`src/lpmlat_defs.svh`:
```
// Offsets, field positions, reset values and latency figures for the latency block
`ifndef LPMLAT_DEFS_SVH
`define LPMLAT_DEFS_SVH

// ----------------------------------------
// Register word offsets (byte addresses)
// ----------------------------------------
`define LPMLAT_REG_LATENCY 8'h00
`define LPMLAT_REG_CTRL 8'h04

// ----------------------------------------
// Latency register field positions
// ----------------------------------------
`define LPMLAT_EP_MSB 10
`define LPMLAT_EP_LSB 8
`define LPMLAT_RSVD_MSB 7
`define LPMLAT_RSVD_LSB 6
`define LPMLAT_STBY_MSB 5
`define LPMLAT_STBY_LSB 3
`define LPMLAT_L1_MSB 2
`define LPMLAT_L1_LSB 0

// ----------------------------------------
// Control register bit positions
// ----------------------------------------
`define LPMLAT_CTRL_COMMON_CLK 0
`define LPMLAT_CTRL_STBY_FLAG 1
`define LPMLAT_CTRL_L1_FLAG 2

// ----------------------------------------
// Reset and default codes
// ----------------------------------------
`define LPMLAT_CODE_COMMON 3'h3
`define LPMLAT_CODE_SEPARATE 3'h4
`define LPMLAT_L1_DEFAULT 3'h4
`define LPMLAT_EP_DEFAULT 3'h0
`define LPMLAT_COMMON_CLK_RESET 1'h0

// ----------------------------------------
// Lower bound of each exit latency range, ns
// ----------------------------------------
`define LPMLAT_NS_0 16'h0000
`define LPMLAT_NS_64 16'h0040
`define LPMLAT_NS_128 16'h0080
`define LPMLAT_NS_256 16'h0100
`define LPMLAT_NS_512 16'h0200
`define LPMLAT_NS_1000 16'h03E8
`define LPMLAT_NS_2000 16'h07D0
`define LPMLAT_NS_4000 16'h0FA0

`endif

```
`src/lpmlat_pkg.sv`:
```
// Types shared by the latency register block
package lpmlat_pkg;

	// Three-bit latency code as carried on every field
	typedef logic [2:0] lpmlat_code_type;

	// State of one tracked latency field
	typedef struct packed
	{
		logic flag;
		lpmlat_code_type code;
	} lpmlat_field_type;

	// State of the register block top
	typedef struct packed
	{
		logic common_clk;
		lpmlat_code_type ep_code;
		logic ack;
		logic [31:0] rdata;
		logic [15:0] floor_ns;
	} lpmlat_top_type;

endpackage

```
`src/lpmlat_field.sv`:
```
// One latency code field with its software-written tracking flag
`timescale 1ns/1ns
module lpmlat_field
#(
	parameter lpmlat_pkg::lpmlat_code_type RESET_CODE = 3'h4
)
(
	// Clock and reset
	input wire logic clk_i,
	input wire logic rst_i,
	// Write port from bus or loader
	input wire logic wr_en_i,
	input wire lpmlat_pkg::lpmlat_code_type wr_data_i,
	// Value followed while never written
	input wire lpmlat_pkg::lpmlat_code_type dflt_i,
	// Field state
	output lpmlat_pkg::lpmlat_code_type code_o,
	output logic flag_o
);
	import lpmlat_pkg::*;

	lpmlat_field_type st_r;
	lpmlat_field_type st_nxt;
	logic wr_diff;

	// ----------------------------------------
	// Next state
	// ----------------------------------------

	// Only a write that changes the value counts as software ownership
	assign wr_diff = wr_en_i && (wr_data_i != st_r.code);

	always_comb
	begin
		st_nxt = st_r;
		if (wr_diff)
		begin
			st_nxt.flag = 1'b1;
			st_nxt.code = wr_data_i;
		end
		else if (!st_r.flag)
		begin
			// Follows the default one cycle late, never combinationally
			st_nxt.code = dflt_i;
		end
	end

	// Flag clears on reset alone
	always_ff @(posedge clk_i)
	begin
		if (rst_i)
		begin
			st_r.flag <= 1'b0;
			st_r.code <= RESET_CODE;
		end
		else
		begin
			st_r <= st_nxt;
		end
	end

	assign code_o = st_r.code;
	assign flag_o = st_r.flag;
endmodule

```
`src/lpmlat_regs.sv`:
```
// Link power-management latency register block on a Wishbone slave
`timescale 1ns/1ns
`include "lpmlat_defs.svh"

// Summary of operation
// - EEPROM preloads fields; fundamental reset restores defaults
// - Bits 7:6 read zero, ignore writes
// - Bits 5:3 standby exit code, drives capability
// - Codes 000-011: under 64ns to 512ns
// - Codes 100-111: 512ns up to over 4us
// - Tracking flag set by differing write, reset-cleared
// - Unwritten with common clock reads 011b
// - Unwritten with separate clocks reads 100b
// - Written field holds value, ignores clock mode
// - Bits 10:8 endpoint acceptable latency, drives capability
module lpmlat_regs
#(
	parameter int ADDR_W = 8
)
(
	// Clock and reset
	input wire logic clk_i,
	input wire logic rst_i,
	// Wishbone classic slave
	input wire logic wb_cyc_i,
	input wire logic wb_stb_i,
	input wire logic wb_we_i,
	input wire logic [ADDR_W-1:0] wb_adr_i,
	input wire logic [3:0] wb_sel_i,
	input wire logic [31:0] wb_dat_i,
	output logic [31:0] wb_dat_o,
	output logic wb_ack_o,
	// Serial EEPROM loader write port
	input wire logic eeprom_present_i,
	input wire logic eeprom_load_i,
	input wire logic [10:0] eeprom_load_data_i,
	// Capability and link outputs
	output lpmlat_pkg::lpmlat_code_type standby_exit_latency_code_o,
	output lpmlat_pkg::lpmlat_code_type l1_exit_latency_code_o,
	output lpmlat_pkg::lpmlat_code_type endpoint_sleep_accept_latency_o,
	output logic common_clock_config_bit_o,
	output logic [15:0] standby_exit_floor_ns_o
);
	import lpmlat_pkg::*;

	// ----------------------------------------
	// Elaboration check
	// ----------------------------------------
	generate
		if (ADDR_W < 3)
		begin : g_bad_addr
			$error("ADDR_W too small for two registers");
		end
	endgenerate

	// ----------------------------------------
	// Functions
	// ----------------------------------------

	// Word decode; low two address bits ignored as for any word register
	function automatic logic reg_hit(input logic [ADDR_W-1:0] adr, input logic [7:0] off);
		logic [ADDR_W-1:0] full;
		full = ADDR_W'(off);
		return adr[ADDR_W-1:2] == full[ADDR_W-1:2];
	endfunction

	// Lowest exit time of each code's range, for PHY timers
	function automatic logic [15:0] exit_floor_ns(input lpmlat_code_type code);
		logic [15:0] ns;
		ns = `LPMLAT_NS_0;
		case (code)
			3'h0: ns = `LPMLAT_NS_0;
			3'h1: ns = `LPMLAT_NS_64;
			3'h2: ns = `LPMLAT_NS_128;
			3'h3: ns = `LPMLAT_NS_256;
			3'h4: ns = `LPMLAT_NS_512;
			3'h5: ns = `LPMLAT_NS_1000;
			3'h6: ns = `LPMLAT_NS_2000;
			3'h7: ns = `LPMLAT_NS_4000;
		endcase
		return ns;
	endfunction

	// ----------------------------------------
	// Declarations
	// ----------------------------------------
	lpmlat_top_type st_r;
	lpmlat_top_type st_nxt;
	logic req;
	logic lat_hit;
	logic ctrl_hit;
	logic ee_wr;
	logic bus_lat_wr;
	logic low_wr_en;
	lpmlat_code_type stby_wdata;
	lpmlat_code_type l1_wdata;
	lpmlat_code_type stby_dflt;
	lpmlat_code_type stby_code;
	lpmlat_code_type l1_code;
	logic stby_flag;
	logic l1_flag;

	// ----------------------------------------
	// Request decode
	// ----------------------------------------

	// New request only while no ack is out, so each access acks once
	assign req = wb_cyc_i && wb_stb_i && !st_r.ack;
	assign lat_hit = reg_hit(wb_adr_i, `LPMLAT_REG_LATENCY);
	assign ctrl_hit = reg_hit(wb_adr_i, `LPMLAT_REG_CTRL);

	// Loader wins a tie; it runs before software owns the bus
	assign ee_wr = eeprom_present_i && eeprom_load_i;
	assign bus_lat_wr = req && wb_we_i && lat_hit && !ee_wr;

	// Low byte lane carries both exit latency fields
	assign low_wr_en = ee_wr || (bus_lat_wr && wb_sel_i[0]);

	// Write data for the tracked fields, from loader or bus
	always_comb
	begin
		if (ee_wr)
		begin
			stby_wdata = eeprom_load_data_i[`LPMLAT_STBY_MSB:`LPMLAT_STBY_LSB];
			l1_wdata = eeprom_load_data_i[`LPMLAT_L1_MSB:`LPMLAT_L1_LSB];
		end
		else
		begin
			stby_wdata = wb_dat_i[`LPMLAT_STBY_MSB:`LPMLAT_STBY_LSB];
			l1_wdata = wb_dat_i[`LPMLAT_L1_MSB:`LPMLAT_L1_LSB];
		end
	end

	// Clock mode picks the unwritten standby value
	assign stby_dflt = st_r.common_clk ? `LPMLAT_CODE_COMMON : `LPMLAT_CODE_SEPARATE;

	// ----------------------------------------
	// Tracked latency fields
	// ----------------------------------------

	// Standby exit latency follows clock mode until written
	lpmlat_field
	#(
		.RESET_CODE(`LPMLAT_CODE_SEPARATE)
	)
	u_stby
	(
		.clk_i(clk_i),
		.rst_i(rst_i),
		.wr_en_i(low_wr_en),
		.wr_data_i(stby_wdata),
		.dflt_i(stby_dflt),
		.code_o(stby_code),
		.flag_o(stby_flag)
	);

	// Sleep exit latency has a fixed unwritten value
	lpmlat_field
	#(
		.RESET_CODE(`LPMLAT_L1_DEFAULT)
	)
	u_l1
	(
		.clk_i(clk_i),
		.rst_i(rst_i),
		.wr_en_i(low_wr_en),
		.wr_data_i(l1_wdata),
		.dflt_i(`LPMLAT_L1_DEFAULT),
		.code_o(l1_code),
		.flag_o(l1_flag)
	);

	// ----------------------------------------
	// Next state of the bus side
	// ----------------------------------------
	always_comb
	begin
		st_nxt = st_r;
		st_nxt.ack = req;
		// Floor tracks the live code one cycle behind
		st_nxt.floor_ns = exit_floor_ns(stby_code);
		// Endpoint field: loader, else bus on byte lane one
		if (ee_wr)
		begin
			st_nxt.ep_code = eeprom_load_data_i[`LPMLAT_EP_MSB:`LPMLAT_EP_LSB];
		end
		else if (bus_lat_wr && wb_sel_i[1])
		begin
			st_nxt.ep_code = wb_dat_i[`LPMLAT_EP_MSB:`LPMLAT_EP_LSB];
		end
		// Clock mode bit stands in for the link control copy
		if (req && wb_we_i && ctrl_hit && wb_sel_i[0])
		begin
			st_nxt.common_clk = wb_dat_i[`LPMLAT_CTRL_COMMON_CLK];
		end
		// Read data; unmapped words and reserved bits read zero
		st_nxt.rdata = 32'h0000_0000;
		if (req && !wb_we_i && lat_hit)
		begin
			st_nxt.rdata[`LPMLAT_EP_MSB:`LPMLAT_EP_LSB] = st_r.ep_code;
			st_nxt.rdata[`LPMLAT_STBY_MSB:`LPMLAT_STBY_LSB] = stby_code;
			st_nxt.rdata[`LPMLAT_L1_MSB:`LPMLAT_L1_LSB] = l1_code;
		end
		else if (req && !wb_we_i && ctrl_hit)
		begin
			st_nxt.rdata[`LPMLAT_CTRL_COMMON_CLK] = st_r.common_clk;
			st_nxt.rdata[`LPMLAT_CTRL_STBY_FLAG] = stby_flag;
			st_nxt.rdata[`LPMLAT_CTRL_L1_FLAG] = l1_flag;
		end
	end

	// Fundamental reset returns everything to its default
	always_ff @(posedge clk_i)
	begin
		if (rst_i)
		begin
			st_r.common_clk <= `LPMLAT_COMMON_CLK_RESET;
			st_r.ep_code <= `LPMLAT_EP_DEFAULT;
			st_r.ack <= 1'b0;
			st_r.rdata <= 32'h0000_0000;
			st_r.floor_ns <= `LPMLAT_NS_512;
		end
		else
		begin
			st_r <= st_nxt;
		end
	end

	// ----------------------------------------
	// Outputs
	// ----------------------------------------
	assign wb_ack_o = st_r.ack;
	assign wb_dat_o = st_r.rdata;
	assign standby_exit_latency_code_o = stby_code;
	assign l1_exit_latency_code_o = l1_code;
	assign endpoint_sleep_accept_latency_o = st_r.ep_code;
	assign common_clock_config_bit_o = st_r.common_clk;
	assign standby_exit_floor_ns_o = st_r.floor_ns;
endmodule

```
`config.mk`:
```
export PLATFORM = sky130hd
export DESIGN_NAME = lpmlat_regs
export DESIGN_NICKNAME = d
export VERILOG_FILES = /design/src/lpmlat_pkg.sv /design/src/lpmlat_field.sv /design/src/lpmlat_regs.sv
export VERILOG_INCLUDE_DIRS = /design/src
export SDC_FILE = /design/constraint.sdc
export NUM_CORES = 1
export LEC_CHECK = 0
export BUFFER_PORTS_ARGS = -buffer_cell sky130_fd_sc_hd__buf_2
export CAP_MARGIN = 40
export CORE_MARGIN = 2
export CORE_UTILIZATION = 44
export DETAILED_ROUTE_END_ITERATION = 12
export GPL_ROUTABILITY_DRIVEN = 0
export PLACE_DENSITY = 0.82
export SLEW_MARGIN = 20
export SYNTH_ARGS = -nofsm -noshare
export SYNTH_HDL_FRONTEND = slang
export SYNTH_SLANG_ARGS = --single-unit
```
`constraint.sdc`:
```
create_clock -name clk_i -period 2.3 [get_ports clk_i]
set_clock_uncertainty 0.15 [all_clocks]
set_input_delay 0.23 -clock clk_i [delete_from_list [all_inputs] [get_ports clk_i]]
set_output_delay 0.23 -clock clk_i [all_outputs]
set_load 0.03 [all_outputs]
```
-- Word-level counts from Yosys, hierarchy flattened
Memory sizes are Yosys's and may differ from the RTL's. A register that Yosys moved wholly into a read port is not among the register bits.
Index checks and enable logic that the tools add are counted.
- bits in read-only memories: 72
- logic and storage cells: 51
- bits of input ports: 62
- memories: 1
- output and inout port bits: 59
- bits in registers: 61
- memories (name ; words ; bits a word ; rd ports ; clocked after Yosys merged registers in ; write ports ; RTL line ; source):
    (no name shown) ; 8 ; 9 ; 1 ; 1 ; 0 ; lpmlat_regs.sv:71 ; case (code)
- eq/ne operators: 5
- reduce and logical (&&, ||, !) cells: 22
- mux-type cells: 11
- bitwise operators: 1
- operators with widths (cell ; number):
    two-way mux 3 bit ; 11
    logical AND 1 bit ; 15
    equality test 6 x 1 -> 1 bit, second input constant ; 1
    zero test 6 bit ; 1
    inequality test 3 bit ; 2
    inequality test 2 bit, second input constant ; 2
    zero test 1 bit ; 3
    nonzero test 2 bit ; 1
    OR reduction 2 bit ; 1
    logical OR 1 bit ; 1
    NOT 1 bit ; 1

-- Depth between registers and ports, before layout
- depth in word-level cells: 9
- gate-level depth with buffers: 6
- depth with buffers taken out: 5

-- Cells and area by module
Synthesis repeated with hierarchy kept, for this count alone.
- cells, all modules: 170
- area total of the unflattened synthesis: 1684.1 um^2
- by module, submodules not included (module ; cells an instance ; instances ; area an instance (um^2) ; sequential area each (um^2)):
    lpmlat_regs ; 122 ; 1 ; 1163.6 ; 460.4
    lpmlat_field ; 24 ; 2 ; 260.2 ; 80.1

-- Worst setup path before layout
Ideal clock, no wire load.
- path type: flip-flop to flip-flop
- start point: register st_r, in the netlist wb_ack_o
- end point: register u_l1.st_r, in the netlist u_l1.code_o[2]
- data arrival time: 1.512 ns
- clock period less this slack: 1.785 ns
- cell stages (with the launch flop): 6
- data required time: 2.027 ns
- setup slack: 0.515 ns
- setup time: 0.123 ns
- path through: dfxtp_1 and4b_1 and4_1 or4_1 o41ai_1 o21ai_1
- cells in the longest elaborated chain, start to end: 9
- elaborated cells between the ends (all ways): 10
- RTL lines (item ; RTL line ; source):
    start: declaration ; lpmlat_regs.sv:87 ; lpmlat_top_type st_r;
    start signal: assignment ; lpmlat_regs.sv:225 ; st_r <= st_nxt;
    zero test 1 bit (*) ; lpmlat_regs.sv:108 ; assign req = wb_cyc_i && wb_stb_i && !st_r.ack;
    logical AND 1 bit (*) ; lpmlat_regs.sv:108 ;
    logical AND 1 bit (*) (3 in a row) ; lpmlat_regs.sv:114 ; assign bus_lat_wr = req && wb_we_i && lat_hit && !ee_wr;
    logical AND 1 bit (*) ; lpmlat_regs.sv:117 ; assign low_wr_en = ee_wr || (bus_lat_wr && wb_sel_i[0]);
    logical OR 1 bit (*) ; lpmlat_regs.sv:117 ;
    logical AND 1 bit (*) ; lpmlat_field.sv:31 ; assign wr_diff = wr_en_i && (wr_data_i != st_r.code);
    inequality test 2 bit (no line) or two-way mux 3 bit (tied branches) ; n/a ;
    end signal: assignment ; lpmlat_field.sv:58 ; st_r <= st_nxt;
    end: declaration ; lpmlat_field.sv:22 ; lpmlat_field_type st_r;
Every way passes the cells marked *; elsewhere a longest branch is shown, timed or not.
A chain may end at the register's enable or synchronous reset.

-- Worst setup path after layout
- start point: register st_r, in the netlist wb_ack_o
- end point: register u_stby.st_r, in the netlist u_stby.code_o[2]
- cells in the longest elaborated chain, start to end: 9
- elaborated cells between the ends (all ways): 10
- RTL lines (item ; RTL line):
    zero test 1 bit (*) ; lpmlat_regs.sv:108
    logical AND 1 bit (*) ; lpmlat_regs.sv:108
    logical AND 1 bit (*) (3 in a row) ; lpmlat_regs.sv:114
    logical AND 1 bit (*) ; lpmlat_regs.sv:117
    logical OR 1 bit (*) ; lpmlat_regs.sv:117
    logical AND 1 bit (*) ; lpmlat_field.sv:31
    inequality test 2 bit (no line) or two-way mux 3 bit (tied branches) ; n/a
    end signal: assignment ; lpmlat_field.sv:58
    end: declaration ; lpmlat_field.sv:22
Marks and branches as above.

==> impl_metrics.xml <==
<?xml version="1.0" encoding="UTF-8"?>
<metrics>
  <group name="run_status">
    <metric name="run_status" unit="">completed</metric>
  </group>
  <group name="worst_setup_path">
    <metric name="critPathCaptureType" unit="">register</metric>
    <metric name="timing.critical_path.fanout_max" unit="">6</metric>
    <metric name="timing.critical_path.buf_inv" unit="">0</metric>
    <metric name="critical_path.startpoint_type" unit="">register</metric>
    <metric name="cp_slowest_stage_delay" unit="ns">0.34</metric>
    <metric name="critical_path.reg2reg.endpoint" unit="">u_stby.code_o[2]$_SDFFE_PP1P_</metric>
    <metric name="crit_path_top_delay_cell" unit="">and4b_1</metric>
    <metric name="r2r_start" unit="">wb_ack_o$_SDFF_PP0_</metric>
    <metric name="crit_type" unit="">register to register</metric>
    <metric name="crit_chain" unit="">and4b_1, nand4_1, nand2_1, a21boi_1, mux2i_1</metric>
    <metric name="cp.required" unit="ns">2.37</metric>
    <metric name="critical_path_arrival" unit="ns">1.89</metric>
    <metric name="path_delay_family" unit="">simple AND/OR/NAND/NOR gates</metric>
    <metric name="logic_depth_of_the_worst_register_to_register_path" unit="">5</metric>
    <metric name="r2r_slack" unit="ns">0.49</metric>
  </group>
  <group name="die">
    <metric name="start_util" unit="%">45.96</metric>
    <metric name="core" unit="um^2">3689</metric>
    <metric name="dieArea" unit="um^2">4366</metric>
    <metric name="die_span_y" unit="um">66.08</metric>
    <metric name="floorplan.die.width" unit="um">66.08</metric>
    <metric name="pin_count" unit="">121</metric>
    <metric name="row_count" unit="">22</metric>
  </group>
  <group name="pwr">
    <metric name="switching_share_of_power" unit="%">29.96</metric>
    <metric name="cellPowerDensity" unit="nW/um^2">640.3</metric>
    <metric name="clock_network_power_share" unit="%">36.0</metric>
    <metric name="static-leakage-power" unit="nW">0.9747</metric>
    <metric name="power.share.sequential" unit="%">44.4</metric>
    <metric name="combinationalPowerShare" unit="%">19.5</metric>
    <metric name="vdd_drop_max" unit="mV">0.2648</metric>
    <metric name="switchingPower" unit="mW">0.3855</metric>
    <metric name="internal-power" unit="mW">0.9012</metric>
  </group>
  <group name="logic_synthesis">
    <metric name="synth.yosys.seq_area_share" unit="%">36.61</metric>
    <metric name="ys_ff_latch" unit="">31</metric>
    <metric name="synthFlopType" unit="">dfxtp_1</metric>
    <metric name="yosys.area_share.xor_xnor" unit="%">1.033</metric>
    <metric name="async_flop_share" unit="%">0</metric>
    <metric name="synth_compound_gate_area_share" unit="%">17.86</metric>
    <metric name="synth_cell_type_count" unit="">51</metric>
    <metric name="combinational_family_with_the_most_area_after_synthesis" unit="">simple AND/OR/NAND/NOR gates</metric>
    <metric name="post_synth_and_or_nand_nor_area_fraction" unit="%">21.70</metric>
    <metric name="avgSynthCellArea" unit="um^2">8.970</metric>
    <metric name="post_synth_instance_area" unit="um^2">1695</metric>
    <metric name="synth_enable_flop_cells" unit="">0</metric>
    <metric name="synth.area.mux_share" unit="%">3.690</metric>
    <metric name="postSynthCellCount" unit="">189</metric>
    <metric name="adder_cell_fraction_of_synth_area" unit="%">2.214</metric>
    <metric name="synth-warning-count" unit="">0</metric>
  </group>
  <group name="finish">
    <metric name="syn_to_final_growth" unit="%">18.52</metric>
    <metric name="antenna-diode-count" unit="">0</metric>
    <metric name="finish.net_count" unit="">316</metric>
    <metric name="layout.cells.non_filler" unit="">300</metric>
    <metric name="drive_gt1_share" unit="%">30.56</metric>
  </group>
  <group name="global_routing">
    <metric name="groute.usage.overall" unit="%">17.46</metric>
    <metric name="number_of_global_route_vias_before_repair" unit="">1373</metric>
    <metric name="grt_start_max_net_pins" unit="">21</metric>
    <metric name="grt_antenna_before_repair" unit="">0</metric>
    <metric name="global_route.overflow_total" unit="">0</metric>
    <metric name="grt_pass1_wl" unit="mm">5.816</metric>
  </group>
  <group name="timing">
    <metric name="actual_slew_at_the_worst_max_slew_pin" unit="ns">0.4989</metric>
    <metric name="finalMaxSlewViolations" unit="">0</metric>
    <metric name="maxClockFrequency" unit="MHz">551.3</metric>
    <metric name="finalSetupViolations" unit="">0</metric>
    <metric name="fin_setup_tns" unit="ns">0</metric>
    <metric name="layout_worst_path_cycle_share" unit="%">78.86</metric>
    <metric name="grt_setup_unrepaired" unit="">false</metric>
    <metric name="slew_headroom" unit="%">66.50</metric>
    <metric name="hold_viol" unit="">0</metric>
    <metric name="period_needed" unit="ns">1.814</metric>
  </group>
  <group name="min_path">
    <metric name="min-delay-start" unit="">wb_dat_i[0]</metric>
    <metric name="min-delay-path-class" unit="">primary input to register</metric>
    <metric name="min_to" unit="">common_clock_config_bit_o$_SDFFE_PP0P_</metric>
    <metric name="worst_hold_path.num_cells" unit="">3</metric>
  </group>
  <group name="clocking">
    <metric name="tritoncts" unit="">yes</metric>
    <metric name="clk-insertion-delay-late" unit="ns">0.29</metric>
    <metric name="number_of_buffers_on_the_longest_clock_path" unit="">2</metric>
    <metric name="ctsHoldBuffers" unit="">0</metric>
    <metric name="cts_sinks" unit="">31</metric>
    <metric name="cts_inserted_buffers" unit="">5</metric>
    <metric name="post-cts-setup-buffers" unit="">0</metric>
    <metric name="path_clk_slew" unit="ns">0.07</metric>
    <metric name="clock_tree.root_cell" unit="">clkbuf_8</metric>
    <metric name="ctsResizeCount" unit="">0</metric>
    <metric name="ctsHtreeMaxLevel" unit="">2</metric>
  </group>
  <group name="detailed_routing">
    <metric name="drt_first_pass_iters" unit="">4</metric>
    <metric name="vias_per_cell" unit="">4.980</metric>
    <metric name="drt-wirelength-per-cell" unit="um">12.12</metric>
    <metric name="drt_drc_violations_left" unit="">0</metric>
    <metric name="final_antenna_net_count" unit="">0</metric>
    <metric name="totalWireLength" unit="mm">3.635</metric>
    <metric name="num_vias" unit="">1494</metric>
    <metric name="initialDrtViolationCount" unit="">75</metric>
  </group>
  <group name="placed_design">
    <metric name="place_hpwl" unit="mm">2.880</metric>
    <metric name="numPortBuffers" unit="">61</metric>
    <metric name="placedCellCount" unit="">292</metric>
  </group>
  <group name="job">
    <metric name="timing.max_cap.violations" unit="">0</metric>
  </group>
</metrics>
-- sequential cells by signal (all words and copies together) (netlist names) --
register,count
u_l1.flag_o,1
wb_dat_o,9
endpoint_sleep_accept_latency_o,3
common_clock_config_bit_o,1
u_stby.code_o,3
wb_ack_o,1
standby_exit_floor_ns_o,9
u_stby.flag_o,1
u_l1.code_o,3
-- cell type report --
cell class / count / area [um^2]
Fill cell: 352 / 1679
Sequential cell: 31 / 620.6
Clock buffer: 8 / 100.1
Multi-Input combinational cell: 146 / 900.9
Inverter: 6 / 22.52
Tap cell: 48 / 60.06
Timing Repair Buffer: 61 / 305.3
-- per-stage QoR --
stage          instance area (um^2)  utilization, %  power (mW)  hold WS [ns]  setup slack [ns]
4_1_cts                        2009           54.48       1.294       0.05998            0.4993
3_5_place_dp                   1909           51.76      0.8336        0.3195            0.3214
2_1_floorplan                  1804               -      0.8107        0.1687            0.5153
6_report                       2009           54.48       1.287       0.06255            0.4861
3_3_place_gp                   1909           51.76      0.8286        0.3153            0.3443
5_1_grt                        2009           54.48       1.343       0.07403            0.3893
-- Yosys cell counts (all sizes together), types with 2 or more instances --
library cell  instances  area, um^2
and3                  4       30.03
a221oi                2       30.03
a32o                  2       20.02
o21a                  2       15.01
and2                  5       31.28
mux2i                 5       62.56
clkbuf                2       7.510
a21oi                 4       20.02
a211oi                2       15.01
nand2                17       66.32
a21boi                6       45.04
nor3                  7       35.03
xnor2                 2       17.52
buf                  33       252.7
and4b                 2       20.02
o21ai                 5       28.78
nand3                 2       10.01
nor2                 17       63.81
dfxtp                31       620.6
inv                   6       22.52
a311oi                3       26.28
ha                    3       37.54
or3                   6       42.54
nor4                  3       25.02
a31oi                 2       12.51
-- cell usage in the layout (no fill, tap or decap), drive strengths merged, types with 3 or more instances in the layout --
cell type and count:
buf 61, dfxtp 31, conb 30, nor2 17
nand2 17, clkbuf 8, nor3 7, inv 6
or3 6, a21boi 6, and2 5, mux2i 5
o21ai 5, a21oi 4, and3 4, a311oi 3
ha 3, nor4 3
-- layer usage --
metal	GRT usage, %	wire length (um)
met4	7.398	47
met5	0	0
met1	19.42	1518
met2	30.43	1752
met3	5.622	316
-- worst min-delay path: stages --
cell and delay [ns]:
buf_2 0.09, mux2i_1 0.06, nor2_1 0.07
-- cells by family after synthesis --
logic type / count (synthesis)
and+or+nand+nor: 69
muxes: 5
DFF: 31
adders and majority gates: 3
AOI/OAI and AO/OA: 37
buffers and inverters: 41
other: 1
xor gates and xnor gates: 2
-- power by group through the flow --
stage	clock (mW)	sequential [mW]	combinational, mW
finish	0.464	0.572	0.251
CTS	0.471	0.571	0.251
global placement	0	0.583	0.246
floorplan	0	0.611	0.200
detailed placement	0	0.583	0.250
global route	0.495	0.574	0.274
-- worst max-delay path by stage --
stage                             start  depth (start not counted)                             to
floorplan           wb_ack_o$_SDFF_PP0_                          5    u_l1.code_o[2]$_SDFFE_PP1P_
finish              wb_ack_o$_SDFF_PP0_                          5  u_stby.code_o[2]$_SDFFE_PP1P_
CTS                 wb_ack_o$_SDFF_PP0_                          5  u_stby.code_o[2]$_SDFFE_PP1P_
global route        wb_ack_o$_SDFF_PP0_                          5  u_stby.code_o[2]$_SDFFE_PP1P_
detailed placement        eeprom_load_i                          6  u_stby.code_o[1]$_SDFFE_PP0P_
global placement       eeprom_present_i                          6  u_stby.code_o[0]$_SDFFE_PP0P_
(Power assumes the default switching activity.)
